$ cat src/include/ocp_cfg.svh
// Offsets, field positions, reset values and counts of the cache port
`ifndef OCP_CFG_SVH
`define OCP_CFG_SVH

// ==========================================
// Register offsets (byte addresses)
`define OCP_ADDR_CTRL 4'h0
`define OCP_ADDR_STATUS 4'h4

// ==========================================
// Control register fields
`define OCP_F_CACHE_ON 0
`define OCP_F_SIZE_LO 1
`define OCP_F_BANK 5
`define OCP_F_BURST 6
`define OCP_F_ALT 7
`define OCP_F_DUAL 8
`define OCP_F_RATIO_LO 9
`define OCP_F_WRRD_LO 16
`define OCP_F_RDWR_LO 24

// ==========================================
// Control register reset value
`define OCP_CTRL_RESET 32'h0203_0804

// ==========================================
// Spacing counts in core clock cycles, single-data special ratio in halves, last beat number
`define OCP_RDWR_BASE 10'h006
`define OCP_RDWR_ZERO 10'h040
`define OCP_SINCE_MAX 10'h3ff
`define OCP_SD_SPECIAL_X2 4'h4
`define OCP_LAST_BEAT 2'h3

`endif

$ cat src/include/ocp_pkg.sv
// Types shared by the cache port control files
package ocp_pkg;

  // Transaction sequencer states
  typedef enum logic [3:0] {
    ST_IDLE = 4'b0001,
    ST_WAIT = 4'b0010,
    ST_BEAT = 4'b0100,
    ST_TAIL = 4'b1000
  } ocp_state_type;

  // Beat position handed to the strobe generator
  typedef struct packed {
    logic active;
    logic write;
    logic tail;
    logic [1:0] beat;
  } ocp_phase_type;

  // Active-low control pins toward the SRAM arrays
  typedef struct packed {
    logic load_strobe_n;
    logic data_oe_n;
    logic data_write_n;
    logic tag_oe_n;
    logic tag_write_n;
  } ocp_strobe_type;

  // Cache transaction request
  typedef struct packed {
    logic write;
    logic [19:0] index;
  } ocp_req_type;

  // Decoded configuration
  typedef struct packed {
    logic cache_on;
    logic [3:0] cache_size_sel;
    logic bank_split_on;
    logic burst_sel;
    logic alt_strobe_style;
    logic dual_data;
    logic [3:0] ratio_x2;
    logic [3:0] wr_to_rd_gap_cfg;
    logic [5:0] rd_to_wr_gap_cfg;
  } ocp_cfg_type;

endpackage

$ cat src/logic/ocp_strobe_gen.sv
// Per-beat strobe pattern generator for the four SRAM styles
`timescale 1ns/10ps
`default_nettype none

module ocp_strobe_gen (
  // Clock and reset
  input wire logic core_clk,
  input wire logic rst_n,
  // Style select and beat position
  input wire logic alt_strobe_style,
  input wire logic burst_sel,
  input wire ocp_pkg::ocp_phase_type phase,
  // Control pins
  output ocp_pkg::ocp_strobe_type strobe
);

  logic rd_beat;
  logic wr_beat;
  logic rd_tail;
  logic wr_tail;
  logic first;
  ocp_pkg::ocp_strobe_type strobe_d;
  ocp_pkg::ocp_strobe_type strobe_q;

  assign rd_beat = phase.active && !phase.write;
  assign wr_beat = phase.active && phase.write;
  assign rd_tail = phase.tail && !phase.write;
  assign wr_tail = phase.tail && phase.write;
  assign first = phase.beat == 2'h0;

  // ==========================================
  // Pattern table
  always_comb begin
    strobe_d.load_strobe_n = 1'b1;
    strobe_d.data_write_n = 1'b1;
    strobe_d.tag_write_n = !(wr_beat && first);
    unique case ({alt_strobe_style, burst_sel})
      2'b00: begin
        // Style A, enables act as chip selects
        strobe_d.data_oe_n = !(rd_beat || wr_beat);
        strobe_d.data_write_n = !(wr_beat || wr_tail);
        strobe_d.tag_oe_n = !((rd_beat || wr_beat) && first);
      end
      2'b01: begin
        // Style B, enables act as chip selects
        strobe_d.load_strobe_n = !((rd_beat || wr_beat) && first);
        strobe_d.data_oe_n = !(rd_beat || wr_beat || wr_tail);
        strobe_d.data_write_n = rd_beat;
        strobe_d.tag_oe_n = !((rd_beat || wr_beat) && first);
      end
      2'b10: begin
        // Style C, read enable stretched over the tail
        strobe_d.data_oe_n =
          !(((rd_beat || wr_beat) && !first) || rd_tail);
        strobe_d.tag_oe_n = !(rd_beat && phase.beat <= 2'h1);
      end
      2'b11: begin
        // Style D, read enable stretched over the tail
        strobe_d.load_strobe_n = !((rd_beat || wr_beat) && first);
        strobe_d.data_oe_n = !((rd_beat && !first) || rd_tail);
        strobe_d.data_write_n = !wr_beat;
        strobe_d.tag_oe_n =
          !(rd_beat && (phase.beat == 2'h1 || phase.beat == 2'h2));
      end
    endcase
  end

  always_ff @(posedge core_clk or negedge rst_n) begin
    if (!rst_n) begin
      strobe_q <= 5'h1f;
    end else begin
      strobe_q <= strobe_d;
    end
  end

  assign strobe = strobe_q;
endmodule

`default_nettype wire

$ cat src/logic/ocp_port_ctrl.sv
// Cache port control: register slave, spacing, index and beat sequencing
//
// Contract
// - Write-to-read spacing is (write-to-read gap minus one) times frame count.
// - Single-data ratio 2.0 uses gap minus two times frame count.
// - Read-to-write spacing is the read-to-write gap plus six cycles.
// - A read-to-write gap of zero means 64 cycles.
// - Index output is 20 bits, address bits 23 to 4, 1MB to 16MB.
// - Without banking, index bits above the cache size stay zero.
// - With banking, next index bit above the top carries its inverse.
// - Style from burst select and alternate bit; alternate one unsupported. The code flags it in status bit 2 but still drives its pattern.
// - Style A strobe pattern per beat.
// - Style B strobe pattern per beat.
// - Style C strobe pattern per beat.
// - Style D strobe pattern per beat.
// - Styles A and B use output enables as chip selects.
// - Styles C and D stretch output enables one cycle past read data.
// - Ratio is core cycles per peak 16-byte transfer, in halves.
// - Frame count: dual twice ratio; single ratio if even else twice.
// - Every transfer is four beats with the tag accessed on beat one; style C reads also use beat two, style D reads beats two and three.
//
// Decided for this implementation: the Wishbone slave port and the address map.
`include "ocp_cfg.svh"
`timescale 1ns/10ps
`default_nettype none

module ocp_port_ctrl (
  // Clock and reset
  input wire logic ref_clk,
  input wire logic reset_n,
  // Wishbone slave
  input wire logic wb_cyc_i,
  input wire logic wb_stb_i,
  input wire logic wb_we_i,
  input wire logic [3:0] wb_adr_i,
  input wire logic [3:0] wb_sel_i,
  input wire logic [31:0] wb_dat_i,
  output logic [31:0] wb_dat_o,
  output logic wb_ack_o,
  // Transaction requests
  input wire logic req_valid,
  input wire ocp_pkg::ocp_req_type req,
  output logic req_ready,
  // Cache clock from the link
  input wire logic link_clk,
  // SRAM pins
  output logic [19:0] cache_index_out,
  output ocp_pkg::ocp_strobe_type strobe,
  // Status
  output logic busy
);

  // ==========================================
  // Reset release
  logic rst_s1_q;
  logic rst_n_q;

  always_ff @(posedge ref_clk or negedge reset_n) begin
    if (!reset_n) begin
      rst_s1_q <= 1'b0;
      rst_n_q <= 1'b0;
    end else begin
      rst_s1_q <= 1'b1;
      rst_n_q <= rst_s1_q;
    end
  end

  // ==========================================
  // Link clock edge detection
  logic lclk_s1_q;
  logic lclk_s2_q;
  logic lclk_s3_q;
  logic link_rise;

  always_ff @(posedge ref_clk or negedge rst_n_q) begin
    if (!rst_n_q) begin
      lclk_s1_q <= 1'b0;
      lclk_s2_q <= 1'b0;
      lclk_s3_q <= 1'b0;
    end else begin
      lclk_s1_q <= link_clk;
      lclk_s2_q <= lclk_s1_q;
      lclk_s3_q <= lclk_s2_q;
    end
  end

  assign link_rise = lclk_s2_q && !lclk_s3_q;

  // ==========================================
  // Register file
  logic [31:0] ctrl_q;
  logic ack_q;
  logic [31:0] rdata_q;
  logic bus_access;
  logic unsupported;
  logic last_write_q;
  logic [31:0] status_word;
  ocp_pkg::ocp_cfg_type cfg;

  assign bus_access = wb_cyc_i && wb_stb_i && !ack_q;

  always_ff @(posedge ref_clk or negedge rst_n_q) begin
    if (!rst_n_q) begin
      ctrl_q <= `OCP_CTRL_RESET;
    end else if (bus_access && wb_we_i && wb_adr_i == `OCP_ADDR_CTRL) begin
      for (int b = 0; b < 4; b++) begin
        if (wb_sel_i[b]) begin
          ctrl_q[8*b +: 8] <= wb_dat_i[8*b +: 8];
        end
      end
    end
  end

  always_ff @(posedge ref_clk or negedge rst_n_q) begin
    if (!rst_n_q) begin
      ack_q <= 1'b0;
    end else begin
      ack_q <= bus_access;
    end
  end

  always_comb begin
    status_word = 32'h0;
    status_word[0] = busy;
    status_word[1] = last_write_q;
    status_word[2] = unsupported;
  end

  always_ff @(posedge ref_clk or negedge rst_n_q) begin
    if (!rst_n_q) begin
      rdata_q <= 32'h0;
    end else if (bus_access && !wb_we_i) begin
      unique case (wb_adr_i)
        `OCP_ADDR_CTRL: rdata_q <= ctrl_q;
        `OCP_ADDR_STATUS: rdata_q <= status_word;
        default: rdata_q <= 32'h0;
      endcase
    end
  end

  assign wb_ack_o = ack_q;
  assign wb_dat_o = rdata_q;

  // Field decode
  always_comb begin
    cfg.cache_on = ctrl_q[`OCP_F_CACHE_ON];
    cfg.cache_size_sel = ctrl_q[`OCP_F_SIZE_LO +: 4];
    cfg.bank_split_on = ctrl_q[`OCP_F_BANK];
    cfg.burst_sel = ctrl_q[`OCP_F_BURST];
    cfg.alt_strobe_style = ctrl_q[`OCP_F_ALT];
    cfg.dual_data = ctrl_q[`OCP_F_DUAL];
    cfg.ratio_x2 = ctrl_q[`OCP_F_RATIO_LO +: 4];
    cfg.wr_to_rd_gap_cfg = ctrl_q[`OCP_F_WRRD_LO +: 4];
    cfg.rd_to_wr_gap_cfg = ctrl_q[`OCP_F_RDWR_LO +: 6];
  end

  // Alternate style is flagged but still driven with its pattern
  assign unsupported = cfg.alt_strobe_style;

  // ==========================================
  // Spacing computation
  logic [3:0] frame_cnt;
  logic sd_special;
  logic [3:0] wr_sub;
  logic [9:0] wr_rd_need;
  logic [9:0] rd_wr_need;

  always_comb begin
    if (cfg.dual_data) begin
      frame_cnt = cfg.ratio_x2;
    end else if (cfg.ratio_x2[1:0] == 2'b00) begin
      frame_cnt = {1'b0, cfg.ratio_x2[3:1]};
    end else begin
      frame_cnt = cfg.ratio_x2;
    end
  end

  assign sd_special = !cfg.dual_data &&
                      cfg.ratio_x2 == `OCP_SD_SPECIAL_X2;

  // Settings at or below the subtrahend give no spacing at all
  always_comb begin
    wr_sub = sd_special ? 4'h2 : 4'h1;
    if (cfg.wr_to_rd_gap_cfg > wr_sub) begin
      wr_rd_need = 10'((cfg.wr_to_rd_gap_cfg - wr_sub) * frame_cnt);
    end else begin
      wr_rd_need = 10'h0;
    end
  end

  always_comb begin
    if (cfg.rd_to_wr_gap_cfg == 6'h0) begin
      rd_wr_need = `OCP_RDWR_ZERO;
    end else begin
      rd_wr_need = {4'h0, cfg.rd_to_wr_gap_cfg} + `OCP_RDWR_BASE;
    end
  end

  // ==========================================
  // Sequencer
  ocp_pkg::ocp_state_type state_q;
  ocp_pkg::ocp_req_type req_q;
  logic [1:0] beat_q;
  logic [9:0] since_end_q;
  logic [9:0] need;
  logic start;
  logic last_beat_done;

  assign req_ready = state_q == ocp_pkg::ST_IDLE && cfg.cache_on;
  assign busy = state_q != ocp_pkg::ST_IDLE;

  always_comb begin
    if (req_q.write && !last_write_q) begin
      need = rd_wr_need;
    end else if (!req_q.write && last_write_q) begin
      need = wr_rd_need;
    end else begin
      need = 10'h0;
    end
  end

  // Beats begin only on a cache clock rising edge
  assign start = state_q == ocp_pkg::ST_WAIT && link_rise &&
                 since_end_q >= need;
  assign last_beat_done = state_q == ocp_pkg::ST_BEAT && link_rise &&
                          beat_q == `OCP_LAST_BEAT;

  always_ff @(posedge ref_clk or negedge rst_n_q) begin
    if (!rst_n_q) begin
      state_q <= ocp_pkg::ST_IDLE;
    end else begin
      unique case (state_q)
        ocp_pkg::ST_IDLE: begin
          if (req_valid && req_ready) begin
            state_q <= ocp_pkg::ST_WAIT;
          end
        end
        ocp_pkg::ST_WAIT: begin
          if (start) begin
            state_q <= ocp_pkg::ST_BEAT;
          end
        end
        ocp_pkg::ST_BEAT: begin
          if (last_beat_done) begin
            state_q <= ocp_pkg::ST_TAIL;
          end
        end
        ocp_pkg::ST_TAIL: begin
          if (link_rise) begin
            state_q <= ocp_pkg::ST_IDLE;
          end
        end
        default: state_q <= ocp_pkg::ST_IDLE;
      endcase
    end
  end

  always_ff @(posedge ref_clk or negedge rst_n_q) begin
    if (!rst_n_q) begin
      req_q <= '0;
    end else if (req_valid && req_ready) begin
      req_q <= req;
    end
  end

  always_ff @(posedge ref_clk or negedge rst_n_q) begin
    if (!rst_n_q) begin
      beat_q <= 2'h0;
    end else if (start) begin
      beat_q <= 2'h0;
    end else if (state_q == ocp_pkg::ST_BEAT && link_rise) begin
      beat_q <= beat_q + 2'h1;
    end
  end

  // Cycles since the last beat of the previous transfer
  always_ff @(posedge ref_clk or negedge rst_n_q) begin
    if (!rst_n_q) begin
      since_end_q <= `OCP_SINCE_MAX;
    end else if (last_beat_done) begin
      since_end_q <= 10'h0;
    end else if (since_end_q != `OCP_SINCE_MAX) begin
      since_end_q <= since_end_q + 10'h1;
    end
  end

  always_ff @(posedge ref_clk or negedge rst_n_q) begin
    if (!rst_n_q) begin
      last_write_q <= 1'b0;
    end else if (last_beat_done) begin
      last_write_q <= req_q.write;
    end
  end

  // ==========================================
  // Index masking and bank select
  function automatic logic [19:0] mask_index(
    input logic [19:0] idx,
    input logic [3:0] size,
    input logic bank
  );
    logic [19:0] res;
    logic [4:0] used;
    res = idx;
    // Bit i tells whether index bit 15+i is in use
    used = {size, 1'b1};
    for (int i = 0; i < 4; i++) begin
      if (size[i]) begin
        res[16+i] = idx[16+i];
      end else if (bank && used[i]) begin
        res[16+i] = !idx[15+i];
      end else begin
        res[16+i] = 1'b0;
      end
    end
    return res;
  endfunction

  logic [19:0] index_q;

  always_ff @(posedge ref_clk or negedge rst_n_q) begin
    if (!rst_n_q) begin
      index_q <= 20'h0;
    end else if (start) begin
      index_q <= mask_index(req_q.index, cfg.cache_size_sel,
                            cfg.bank_split_on);
    end
  end

  assign cache_index_out = index_q;

  // ==========================================
  // Strobe generation
  ocp_pkg::ocp_phase_type phase;

  always_comb begin
    phase.active = state_q == ocp_pkg::ST_BEAT;
    phase.write = req_q.write;
    phase.tail = state_q == ocp_pkg::ST_TAIL;
    phase.beat = beat_q;
  end

  ocp_strobe_gen u_strobe (
    .core_clk(ref_clk),
    .rst_n(rst_n_q),
    .alt_strobe_style(cfg.alt_strobe_style),
    .burst_sel(cfg.burst_sel),
    .phase(phase),
    .strobe(strobe)
  );
endmodule

`default_nettype wire

$ cat config.mk
export PLATFORM = sky130hd
export DESIGN_NAME = ocp_port_ctrl
export DESIGN_NICKNAME = d
export VERILOG_FILES = /design/src/include/ocp_pkg.sv /design/src/logic/ocp_strobe_gen.sv /design/src/logic/ocp_port_ctrl.sv
export VERILOG_INCLUDE_DIRS = /design/src /design/src/include
export SDC_FILE = /design/constraint.sdc
export NUM_CORES = 1
export LEC_CHECK = 0
export ABC_AREA = 1
export BUFFER_PORTS_ARGS = -buffer_cell sky130_fd_sc_hd__buf_2
export CAP_MARGIN = 20
export CORE_ASPECT_RATIO = 1.2
export CORE_MARGIN = 10
export CORE_UTILIZATION = 55
export DETAILED_ROUTE_END_ITERATION = 8
export PLACE_DENSITY_LB_ADDON = 0.12
export SYNTH_ARGS = -nofsm -noshare
export SYNTH_HDL_FRONTEND = slang
export SYNTH_SLANG_ARGS = --single-unit
$ cat constraint.sdc
create_clock -name ref_clk -period 9.3 [get_ports ref_clk]
set_input_delay 0.465 -clock ref_clk [delete_from_list [all_inputs] [get_ports ref_clk]]
set_output_delay 0.465 -clock ref_clk [all_outputs]
set_load 0.05 [all_outputs]
==> results of run 1 <==
layout make-up:
type,count,area (um^2)
fill,1088,4313
sequential,133,3358
multi-input combinational,524,3075
timing repair buffer,129,653.1
clock buffer,21,460.4
inverter,111,416.7
tap,164,205.2
clock inverter,11,125.1
antenna,2,5.005
per-stage QoR:
step	cells	power [mW]	setup WS (ps)	cell area, um^2	hold WS (ps)
global placement	1060	1.520	3434	7699	251.7
finish	1095	2.187	3237	8299	157.2
floorplan	789	1.358	4098	7025	169.4
global route	1094	2.336	2679	8297	145.2
detailed placement	1060	1.539	3243	7699	253.5
CTS	1093	2.212	3205	8294	147.0
power groups by stage:
stage | combinational [mW] | sequential (mW) | clock [mW]
after global routing | 0.856 | 0.775 | 0.705
after CTS | 0.774 | 0.762 | 0.675
final | 0.762 | 0.762 | 0.663
after floorplan | 0.427 | 0.931 | 0
after detailed placement | 0.769 | 0.770 | 0
after global placement | 0.754 | 0.766 | 0
synthesized netlist by cell type, drive strengths merged (3+ instances only):
library cell / instances / area share, %
a21oi: 56 / 4.0
buf: 15 / 2.2
clkbuf: 6 / 0.34
dfrtp: 112 / 40
dfstp: 21 / 7.9
fa: 12 / 3.4
ha: 36 / 6.4
inv: 111 / 5.9
nand2: 174 / 10
nand3: 40 / 3.2
nand4: 7 / 0.93
nor2: 93 / 5.9
nor3: 8 / 0.64
o211ai: 5 / 0.53
o21ai: 61 / 5.0
o221ai: 3 / 0.37
or2: 3 / 0.27
xnor2: 7 / 0.87
xor2: 9 / 1.1
logic make-up after synthesis:
family | Yosys count
AOI/OAI and AO/OA | 132
xor gates and xnor gates | 16
adders and majority gates | 48
buffers and inverters | 132
DFF | 133
other | 1
and+or+nand+nor | 327
critical path, delay by kind of cell (launching register included):
family,cells,cell delay (ps)
adders and majority gates,6,2290
xor gates and xnor gates,1,180
DFF,1,400
AOI/OAI and AO/OA,6,1240
and+or+nand+nor,8,1660
buffers and inverters,3,180
path summary, 6_finish.rpt:
kind                       slack [ps]                              to  cells after the start
setup / recovery                 3240  cache_index_out[4]$_DFFE_PN0P_                     24
hold / removal                    160             lclk_s1_q$_DFF_PN0_                      1
setup reg to reg                 3240  cache_index_out[4]$_DFFE_PN0P_                     24
hold reg to reg                   350               rst_n_q$_DFF_PN0_                      0
max in group asynchronous        7490          ctrl_q[28]$_DFFE_PN0P_                      1
min in group asynchronous         360           ctrl_q[4]$_DFFE_PN0P_                      0
registers in the layout, summed over array words and instances (netlist names):
register,flops
beat_q,2
cache_index_out,20
ctrl_q,32
last_write_q,1
lclk_s1_q,1
lclk_s2_q,1
lclk_s3_q,1
phase,1
req_q,20
rst_n_q,1
rst_s1_q,1
since_end_q,10
state_q,4
u_strobe.strobe,5
wb_ack_o,1
wb_dat_o,32
layer usage:
layer / vias to the layer above / global-route usage (%)
met4: 0 / 6.814
met2: 104 / 35.57
met5: - / 0
met3: 25 / 5.926
li1: 2772 / -
met1: 2720 / 22.17
repair_timing:
| action | 4_1_cts | 5_1_grt |
|---|---|---|
| hold endpoints to repair | 2 | 0 |
| hold buffers | 1 | 0 |
| resized for setup | 0 | 0 |
==> results.ini, run 1 <==
[status]
status = finished clean

[logic_synthesis]
synthSimpleGateAreaFrac_pct = 21.34
async_reset_ff_share_pct = 100.0
synth_edf_count = 0
netlist_instances = 789
syn-num-nets = 905
netlist_area_mm2 = 0.007025
synth_top_family_by_area = simple AND/OR/NAND/NOR gates
synthAdderAreaFrac_pct = 9.831
synth_mux_area_share_pct = 0
synth_xor_area_share_pct = 1.995
avgSynthCellArea_um2 = 8.904
synth-compound-area-share_pct = 10.56
synth-seq-cells = 133
synth_flop_cell = dfrtp_1
synth_warnings = 0
seq_area_frac_synth_pct = 47.75
ys_types = 43

[clock_tree]
cts_setup_buffers = 0
cts-root-buf = clkbuf_16
cts_sinks = 133
tritoncts = yes
path_clk_slew_ps = 60
clk_latency_ps = 420
numCtsBuffers = 17
h-tree-depth = 4
clockBufferDepth = 2

[detailed_routing]
ant_nets = 0
wl_met3_um = 863
wl_met2_mm = 8.722
top_layer = met4
wl_per_cell_um = 15.25
drtIter0Drc = 257
wl_met1_mm = 6.796
drt_wl_total_mm = 16.70
firstDrtPassIters = 5
drcViolationCount = 0
dr_total_vias = 5621
vias_per_cell = 5.133

[final_layout]
nets = 1032
final_layout_size_suffix_gt1_share_pct = 25.08
final_core_util_pct = 65.80
final_common_cell = nand2_1
final_cell_mix = nand2_1, buf_2, dfrtp_1
syn_to_final_growth_pct = 18.13

[setup_path]
critPathCaptureType = flop
cpMaxStageDelayCell = nand2_2
timing.critical_path.cells = nor3_1 > nand3_1 > ha_1 > a21oi_1 > xor2_1 > inv_1 > nor2_1 > ha_1 > fa_1 > inv_1 > fa_1 > inv_1 > ha_1 > a21oi_1 > o211ai_1 > a21oi_1 > o21ai_0 > ha_1 > nand2_1 > nor2_2 > nand3_1 > nand3_4 > nand2_2 > o21ai_0
cp.required_ps = 9620
r2r_start = ctrl_q[10]$_DFFE_PN0P_
cpMostUsedCell = ha_1
start_kind = flop
worst_path_largest_cell_delay_ps = 520
crit_type = flop to flop
crit_arrival_ps = 6380
critPathLaunch = ctrl_q[10]$_DFFE_PN0P_
critical_path_peak_fanout = 38

[sta]
relSlewSlack_pct = 31.72
setup_viol = 0
fin_setup_tns_ps = 0
worst_slew_pin_slew_ps = 1023
fin_crit_sh_pct = 65.20
fmax_mhz = 164.9
rsz0062_at_grt = no
hold_viol_final = 0
clock_skew_ps = 6.157
post-route-min-period_ps = 6063
slew_viol_final = 0

[die]
rows = 45
die_w_um = 123.2
ios = 128
start_util_pct = 55.70
fp.coreArea_mm2 = 0.01261
dieArea_mm2 = 0.01771
die_h_um = 143.8

[power]
p_sw_share_pct = 39.02
clockPowerShare_pct = 30.3
p_seq_share_pct = 34.8
combPwrFrac_pct = 34.8
ir_drop_mv = 0.2104
netSwitchingPower_uw = 853.3
p_int_mw = 1.334
powerDensity_mw_per_mm2 = 263.5
p_leak_nw = 4.497

[global_routing]
grt_max_degree = 81
grt_pass1_wl_mm = 28.04
grtUsageTotal_pct = 20.04
grt_overflow = 0
grt_pass1_vias = 5829
antenna_found_initial = 2

[hold_path]
worstHoldStart = link_clk
hp-class = input port to flop

[place]
port_buffers = 127
dpl.hpwl_mm = 12.52
place_congestion = 0.8870

[flow_run]
maxCapViolCount = 0

No activity file was read; power rests on OpenSTA's default activity.
==> inputs of run 2 (changes only) <==
- clock period: 9.3 -> 6.2 ns (I/O delays scaled with it)
==> run 2 against run 1 <==
Via count is 0.96% higher. Sequential power is 51% higher. Count of clock-buffer cells in the layout is 4 higher. Combinational power is 51% higher. Clock skew is 0.73 ps lower. Wire length is 0.99% higher. Clock power is 47% higher. Largest power group unchanged.
==> results.ini, run 2 (same netlist as run 1, synthesis figures left out) <==
[clock_tree]
tritoncts = yes
path_clk_slew_ps = 60  ; about the same
clockBufferDepth = 2  ; unchanged
cts_sinks = 133  ; unchanged
h-tree-depth = 4  ; unchanged
clk_latency_ps = 420  ; about the same
numCtsBuffers = 17  ; unchanged
cts-root-buf = clkbuf_16

[detailed_routing]
drtIter0Drc = 248  ; -3.5%
firstDrtPassIters = 4  ; -1
dr_total_vias = 5675  ; +0.96%
vias_per_cell = 5.164  ; +0.59%
drcViolationCount = 0  ; unchanged
ant_nets = 0  ; unchanged
wl_per_cell_um = 15.35  ; +0.63%
drt_wl_total_mm = 16.87  ; +0.99%

[power]
ir_drop_mv = 0.2964  ; +41%
powerDensity_mw_per_mm2 = 390.5  ; +48%
combPwrFrac_pct = 35.0  ; +0.2 points
p_seq_share_pct = 35.1  ; +0.3 points
p_int_mw = 2.006  ; +50%
netSwitchingPower_mw = 1.262  ; +48%
p_sw_share_pct = 38.62  ; -0.40 points
p_leak_nw = 4.543  ; +1.0%
clockPowerShare_pct = 29.9  ; -0.4 points

[sta]
fmax_mhz = 176.4  ; +7.0%
relSlewSlack_pct = 39.42  ; +7.7 points
fin_setup_tns_ps = 0  ; unchanged
worst_slew_pin_slew_ps = 908.8  ; -114.4 ps
rsz0062_at_grt = no
setup_viol = 0  ; unchanged
slew_viol_final = 0  ; unchanged
post-route-min-period_ps = 5668  ; -395.3 ps
clock_skew_ps = 5.428  ; -0.7286 ps
fin_crit_sh_pct = 91.42  ; +26 points
hold_viol_final = 0  ; unchanged

[final_layout]
final_layout_size_suffix_gt1_share_pct = 25.40  ; +0.32 points
nets = 1036  ; +0.39%
final_common_cell = nand2_1
final_cell_mix = nand2_1, buf_2, dfrtp_1
syn_to_final_growth_pct = 19.11
stdcell_count = 1099  ; +0.37%
nFillCells = 1055  ; -3.0%

[global_routing]
grtUsageTotal_pct = 20.03  ; about the same
grt_pass1_wl_mm = 28.17  ; +0.44%
grt_pass1_vias = 5910  ; +1.4%
antenna_found_initial = 2  ; unchanged
grt_overflow = 0  ; unchanged
grt_max_degree = 76  ; -6.2%

[setup_path]
worst_path_largest_cell_delay_ps = 530  ; about the same
start_kind = flop
critPathCaptureType = flop
cp.required_ps = 6550  ; -3070 ps
r2r_setup_slack_ps = 530  ; -2700 ps
cpMaxStageDelayCell = fa_1
crit_type = flop to flop
critical_path_peak_fanout = 10  ; -74%
critical_path_buf_inv_count = 5  ; +2
crit_arrival_ps = 6020  ; -360 ps
crit_family = adder cells

[die]
rows = 45  ; unchanged
dieArea_mm2 = 0.01771  ; unchanged
ios = 128  ; unchanged
die_h_um = 143.8  ; unchanged
start_util_pct = 55.70  ; unchanged
fp.coreArea_mm2 = 0.01261  ; unchanged
die_w_um = 123.2  ; unchanged

[hold_path]
hp-class = input port to flop

[place]
place_congestion = 0.8742  ; -1.4%
dp_cells = 1062  ; +0.19%
dpl.hpwl_mm = 12.70  ; +1.4%
port_buffers = 127  ; unchanged

[flow_run]
maxCapViolCount = 0  ; unchanged

[status]
status = finished clean

[run 2: tightest hold or removal path, stage by stage]
cell     delay (ps)
buf_2            70
nand3_1          60
nand2_1          60
[run 2: final timing paths]
check	to	from	cells after the start
min in group asynchronous	rst_n_q$_DFF_PN0_	reset_n	2
max	cache_index_out[17]$_DFFE_PN0P_	ctrl_q[8]$_DFFE_PN0P_	27
max in group asynchronous	state_q[1]$_DFFE_PN0P_	rst_n_q$_DFF_PN0_	1
max reg2reg	cache_index_out[17]$_DFFE_PN0P_	ctrl_q[8]$_DFFE_PN0P_	27
min	req_q[16]$_DFFE_PN0P_	req[16]	3
min reg2reg	lclk_s2_q$_DFF_PN0_	lclk_s1_q$_DFF_PN0_	0
[run 2: repair_timing]
item | 4_1_cts | 5_1_grt
buffers inserted | 0 | 0
resized for setup | 0 | 1
endpoints found under the setup margin | 0 | 17
hold endpoints to repair | 3 | 0
hold buffers | 2 | 0
[run 2: per-stage QoR]
stage	power, mW	area, um^2	setup WS [ps]	hold slack [ps]	util [%]
after floorplan	2.037	7025	998.4	14.41	-
after global placement	2.285	7726	685.0	95.20	61.26
after detailed placement	2.310	7726	498.0	100.9	61.26
after CTS	3.295	8330	439.9	111.4	66.05
after global routing	3.488	8363	9.446	120.2	66.31
final	3.268	8368	531.9	118.6	66.35
[run 2: cell type report]
class                   count  area [um^2]  area share [%]
flip-flops and latches    133         3358           40.13
multi-input cells         524         3080           36.81
repair buffers            133        718.2           8.583
clock buffers              25        515.5           6.160
inverters                 111        416.7           4.979
well taps                 164        205.2           2.452
clock inverters             7        68.82          0.8224
diodes                      2        5.005         0.05981
[run 2: power by group through the flow]
stage	Clock [mW]	Combinational (mW)	Sequential, mW
floorplan	0	0.641	1.40
global placement	0	1.13	1.15
detailed placement	0	1.15	1.16
CTS	0.988	1.16	1.15
global route	1.03	1.29	1.17
finish	0.976	1.15	1.15
[run 2: per-layer routing]
metal | vias to the layer above | share of wire, % | GRT usage, %
li1 | 2783 | - | -
met1 | 2730 | 39 | 22.28
met2 | 132 | 54 | 35.63
met3 | 30 | 5.4 | 5.455
met4 | 0 | 1.7 | 7.121
met5 | - | 0 | 0
==> inputs of run 3 (changes only) <==
- CELL_PAD_IN_SITES_DETAIL_PLACEMENT: default -> 1
- CELL_PAD_IN_SITES_GLOBAL_PLACEMENT: default -> 2
- CORE_ASPECT_RATIO: 1.2 -> 1.4
- CORE_UTILIZATION: 55 -> 34
- SYNTH_HIERARCHICAL: default -> 1
==> run 3 against run 2 <==
Wire length grew 20%. Sequential power shrank 7%. Core utilization shrank 24 points. Critical path depth grew 5. Global-route usage shrank 4.5 points. Non-clock buffer count grew 1. Synthesized cell count shrank 4.2%. Clock power grew 6%. Worst hold slack lost 8.7 ps. Critical endpoint unchanged. Largest cell class unchanged.
==> results.ini, run 3 <==
[final_layout]
final_layout_size_suffix_gt1_share_pct = 26.57  ; +1.2 points
design_area_mm2 = 0.008411  ; +0.51%
seq_area_mm2 = 0.003358  ; unchanged
final_common_cell = nand2_1
syn_to_final_growth_pct = 22.60
nFillCells = 2342  ; +120%
nets = 1010  ; -2.5%
antennaDiodeCount = 0  ; -2
multi_input_area_mm2 = 0.002944  ; -4.4%
final_cell_mix = nand2_1, buf_2, inv_1

[setup_path]
critical_path_peak_fanout = 27  ; +17
r2r-end = cache_index_out[17]$_DFFE_PN0P_
r2r_setup_slack_ps = 520  ; about the same
start_kind = flop
cp.required_ps = 6500  ; -50 ps
crit_type = flop to flop
cpMostUsedCell = nand2_1
crit_arrival_ps = 5970  ; -50 ps
cpMaxStageDelayCell = fa_1
worst_path_largest_cell_delay_ps = 520  ; about the same
critPathLaunch = ctrl_q[9]$_DFFE_PN0P_
r2r_start = ctrl_q[9]$_DFFE_PN0P_
r2r_cells = 32  ; +19%
critPathCaptureType = flop

[sta]
post-route-min-period_ps = 5677  ; +8.613 ps
hold_viol_final = 0  ; unchanged
fin_crit_sh_pct = 91.56  ; +0.14 points
fmax_mhz = 176.2  ; -0.15%
rsz0062_at_grt = no
setup_viol = 0  ; unchanged
worst_slew_pin_slew_ps = 984.8  ; +75.99 ps
clock_skew_ps = 12.32  ; +6.892 ps
relSlewSlack_pct = 34.35  ; -5.1 points
fin_setup_tns_ps = 0  ; unchanged
slew_viol_final = 0  ; unchanged

[hold_path]
min_to = ctrl_q[29]$_DFFE_PN0P_
hp-class = input port to flop
hold_depth = 2  ; -1
worstHoldStart = wb_dat_i[29]

[logic_synthesis]
netlist_instances = 756  ; -4.2%
ys_types = 38  ; -12%
synth_warnings = 6  ; +6
synth-seq-cells = 133  ; unchanged
netlist_top_cells_count = nand2_1, inv_1, dfrtp_1, o21ai_0, nor2_1
synth_top_cell_by_area = dfrtp_1
synthTopCellsByArea = dfrtp_1, dfstp_2, nand2_1
synth_flop_cell = dfrtp_1
seq_area_frac_synth_pct = 48.90  ; +1.1 points
syn-num-nets = 872  ; -3.6%
yosysMostFrequentCell = nand2_1
netlist_area_mm2 = 0.006860  ; -2.4%
synth_edf_count = 0  ; unchanged
avgSynthCellArea_um2 = 9.075  ; +1.9%
synth_top_area_share_pct = 40.85  ; +0.96 points
async_reset_ff_share_pct = 100.0  ; unchanged

[clock_tree]
h-tree-depth = 4  ; unchanged
clk_latency_ps = 430  ; about the same
cts-root-buf = clkbuf_16
tritoncts = yes
cts_sinks = 133  ; unchanged
path_clk_slew_ps = 70  ; about the same
clockBufferDepth = 2  ; unchanged
numCtsBuffers = 17  ; unchanged

[die]
ios = 128  ; unchanged
die_h_um = 188.1  ; +31%
start_util_pct = 34.57  ; -21 points
rows = 61  ; +36%
die_w_um = 140.1  ; +14%
dieArea_mm2 = 0.02634  ; +49%
fp.coreArea_mm2 = 0.01984  ; +57%

[global_routing]
grtUsageTotal_pct = 15.53  ; -4.5 points
grt_max_degree = 74  ; -2.6%
antenna_found_initial = 1  ; -1
grt_pass1_vias = 6209  ; +5.1%
grt_pass1_wl_mm = 32.91  ; +17%
grt_overflow = 0  ; unchanged

[detailed_routing]
drt_wl_total_mm = 20.18  ; +20%
vias_per_cell = 4.768  ; -7.7%
wl_per_cell_um = 17.41  ; +13%
ant_nets = 0  ; unchanged
drcViolationCount = 0  ; unchanged
firstDrtPassIters = 4  ; unchanged
drtIter0Drc = 182  ; -27%
dr_total_vias = 5526  ; -2.6%

[flow_run]
maxCapViolCount = 0  ; unchanged

[status]
status = finished clean

[power]
p_leak_nw = 4.442  ; -2.2%
ir_drop_mv = 0.1737  ; -41%
powerDensity_mw_per_mm2 = 327.5  ; -16%

[place]
port_buffers = 127  ; unchanged
dpl_cell_area_mm2 = 0.007777  ; +0.66%
dpl.hpwl_mm = 15.61  ; +23%
place_congestion = 0.8227  ; -5.9%

-- run 3: changes by cell type in the layout (fill, tap and decap cells not counted), moves of 4 or more --
cell	previous run	this run
clkbuf_8	6	0
inv_6	0	5
o21ai_2	12	0
o21ai_0	44	65
nor2_2	6	2
mux2_2	0	31
nor2_1	81	60
nand2_1	159	145
a21oi_1	56	32
nand2_2	11	6
o21ai_1	5	1
nand3_1	36	32
inv_1	107	125
-- run 3: what timing repair did --
| action | in CTS | in global routing |
|---|---|---|
| buffers inserted | 0 | 0 |
| endpoints found under the setup margin | 0 | 22 |
| hold endpoints to repair | 3 | 0 |
| resized for setup | 0 | 5 |
| hold buffers | 2 | 0 |
-- run 3: stage by stage --
| step | cells | utilization [%] | hold WS [ps] | power [mW] | setup WS (ps) |
|---|---|---|---|---|---|
| after floorplan | 756 | - | 14.41 | 1.539 | 1044 |
| after global placement | 1125 | 39.19 | 95.08 | 1.726 | 422.2 |
| after detailed placement | 1125 | 39.19 | 97.79 | 1.749 | 289.0 |
| after CTS | 1159 | 42.30 | 97.89 | 2.796 | 264.0 |
| after global routing | 1159 | 42.38 | 103.3 | 2.932 | 26.92 |
| final | 1159 | 42.38 | 109.9 | 2.755 | 523.2 |
-- run 3: critical path, delay by kind of cell (launching register included) --
| kind | cells | cell delay [ps] |
|---|---|---|
| adders and majority gates | 7 | 2540 |
| and+or+nand+nor | 15 | 1420 |
| buffers and inverters | 6 | 530 |
| AOI/OAI and AO/OA | 3 | 450 |
| DFF | 1 | 400 |
| xor gates and xnor gates | 1 | 230 |
-- run 3: per-layer routing --
layer  global-route usage (%)  up-vias  part of all wire, %
li1                         -     2676                    -
met4                    5.215        2                  1.9
met2                    28.42      101                   54
met5                        0        -                0.050
met1                    16.51     2719                   39
met3                    4.501       28                  4.7
-- run 3: worst max path at each step --
| stage | depth (start not counted) | slack, ps | endpoint |
|---|---|---|---|
| 6_report | 32 | 520 | cache_index_out[17]$_DFFE_PN0P_ |
| 5_1_grt | 32 | 30 | cache_index_out[13]$_DFFE_PN0P_ |
| 4_1_cts | 32 | 260 | cache_index_out[0]$_DFFE_PN0P_ |
| 3_5_place_dp | 31 | 290 | cache_index_out[12]$_DFFE_PN0P_ |
| 3_3_place_gp | 30 | 420 | cache_index_out[16]$_DFFE_PN0P_ |
| 2_1_floorplan | 29 | 1040 | cache_index_out[10]$_DFFE_PN0P_ |
-- run 3: area by class of cell --
| cell class | count | share of cell area, % |
|---|---|---|
| clock buffers | 18 | 5.103 |
| clock inverters | 14 | 1.979 |
| inverters | 131 | 5.846 |
| multi-input cells | 477 | 35.00 |
| flip-flops and latches | 133 | 39.93 |
| well taps | 252 | 3.749 |
| repair buffers | 134 | 8.390 |
-- run 3: kinds of logic (layout without fill, tap and decap cells) --
family,after synthesis,after routing,synth area share [%]
compound gates,108,108,8.244
xor+xnor,15,15,1.915
fa+ha+maj,48,48,10.07
buf+inv,146,297,8.444
flops,133,133,48.90
mux,32,32,5.253
other cells,1,1,0.05466
simple gates,273,273,17.13
-- run 3: where the power goes --
part | total [mW] | switching, mW | internal, mW | leakage [nW]
clock network | 1.03 | 0.423 | 0.605 | 0.282
logic | 0.661 | 0.452 | 0.209 | 2.52
registers | 1.07 | 0.0750 | 0.992 | 1.64
total | 2.75 | 0.950 | 1.81 | 4.44
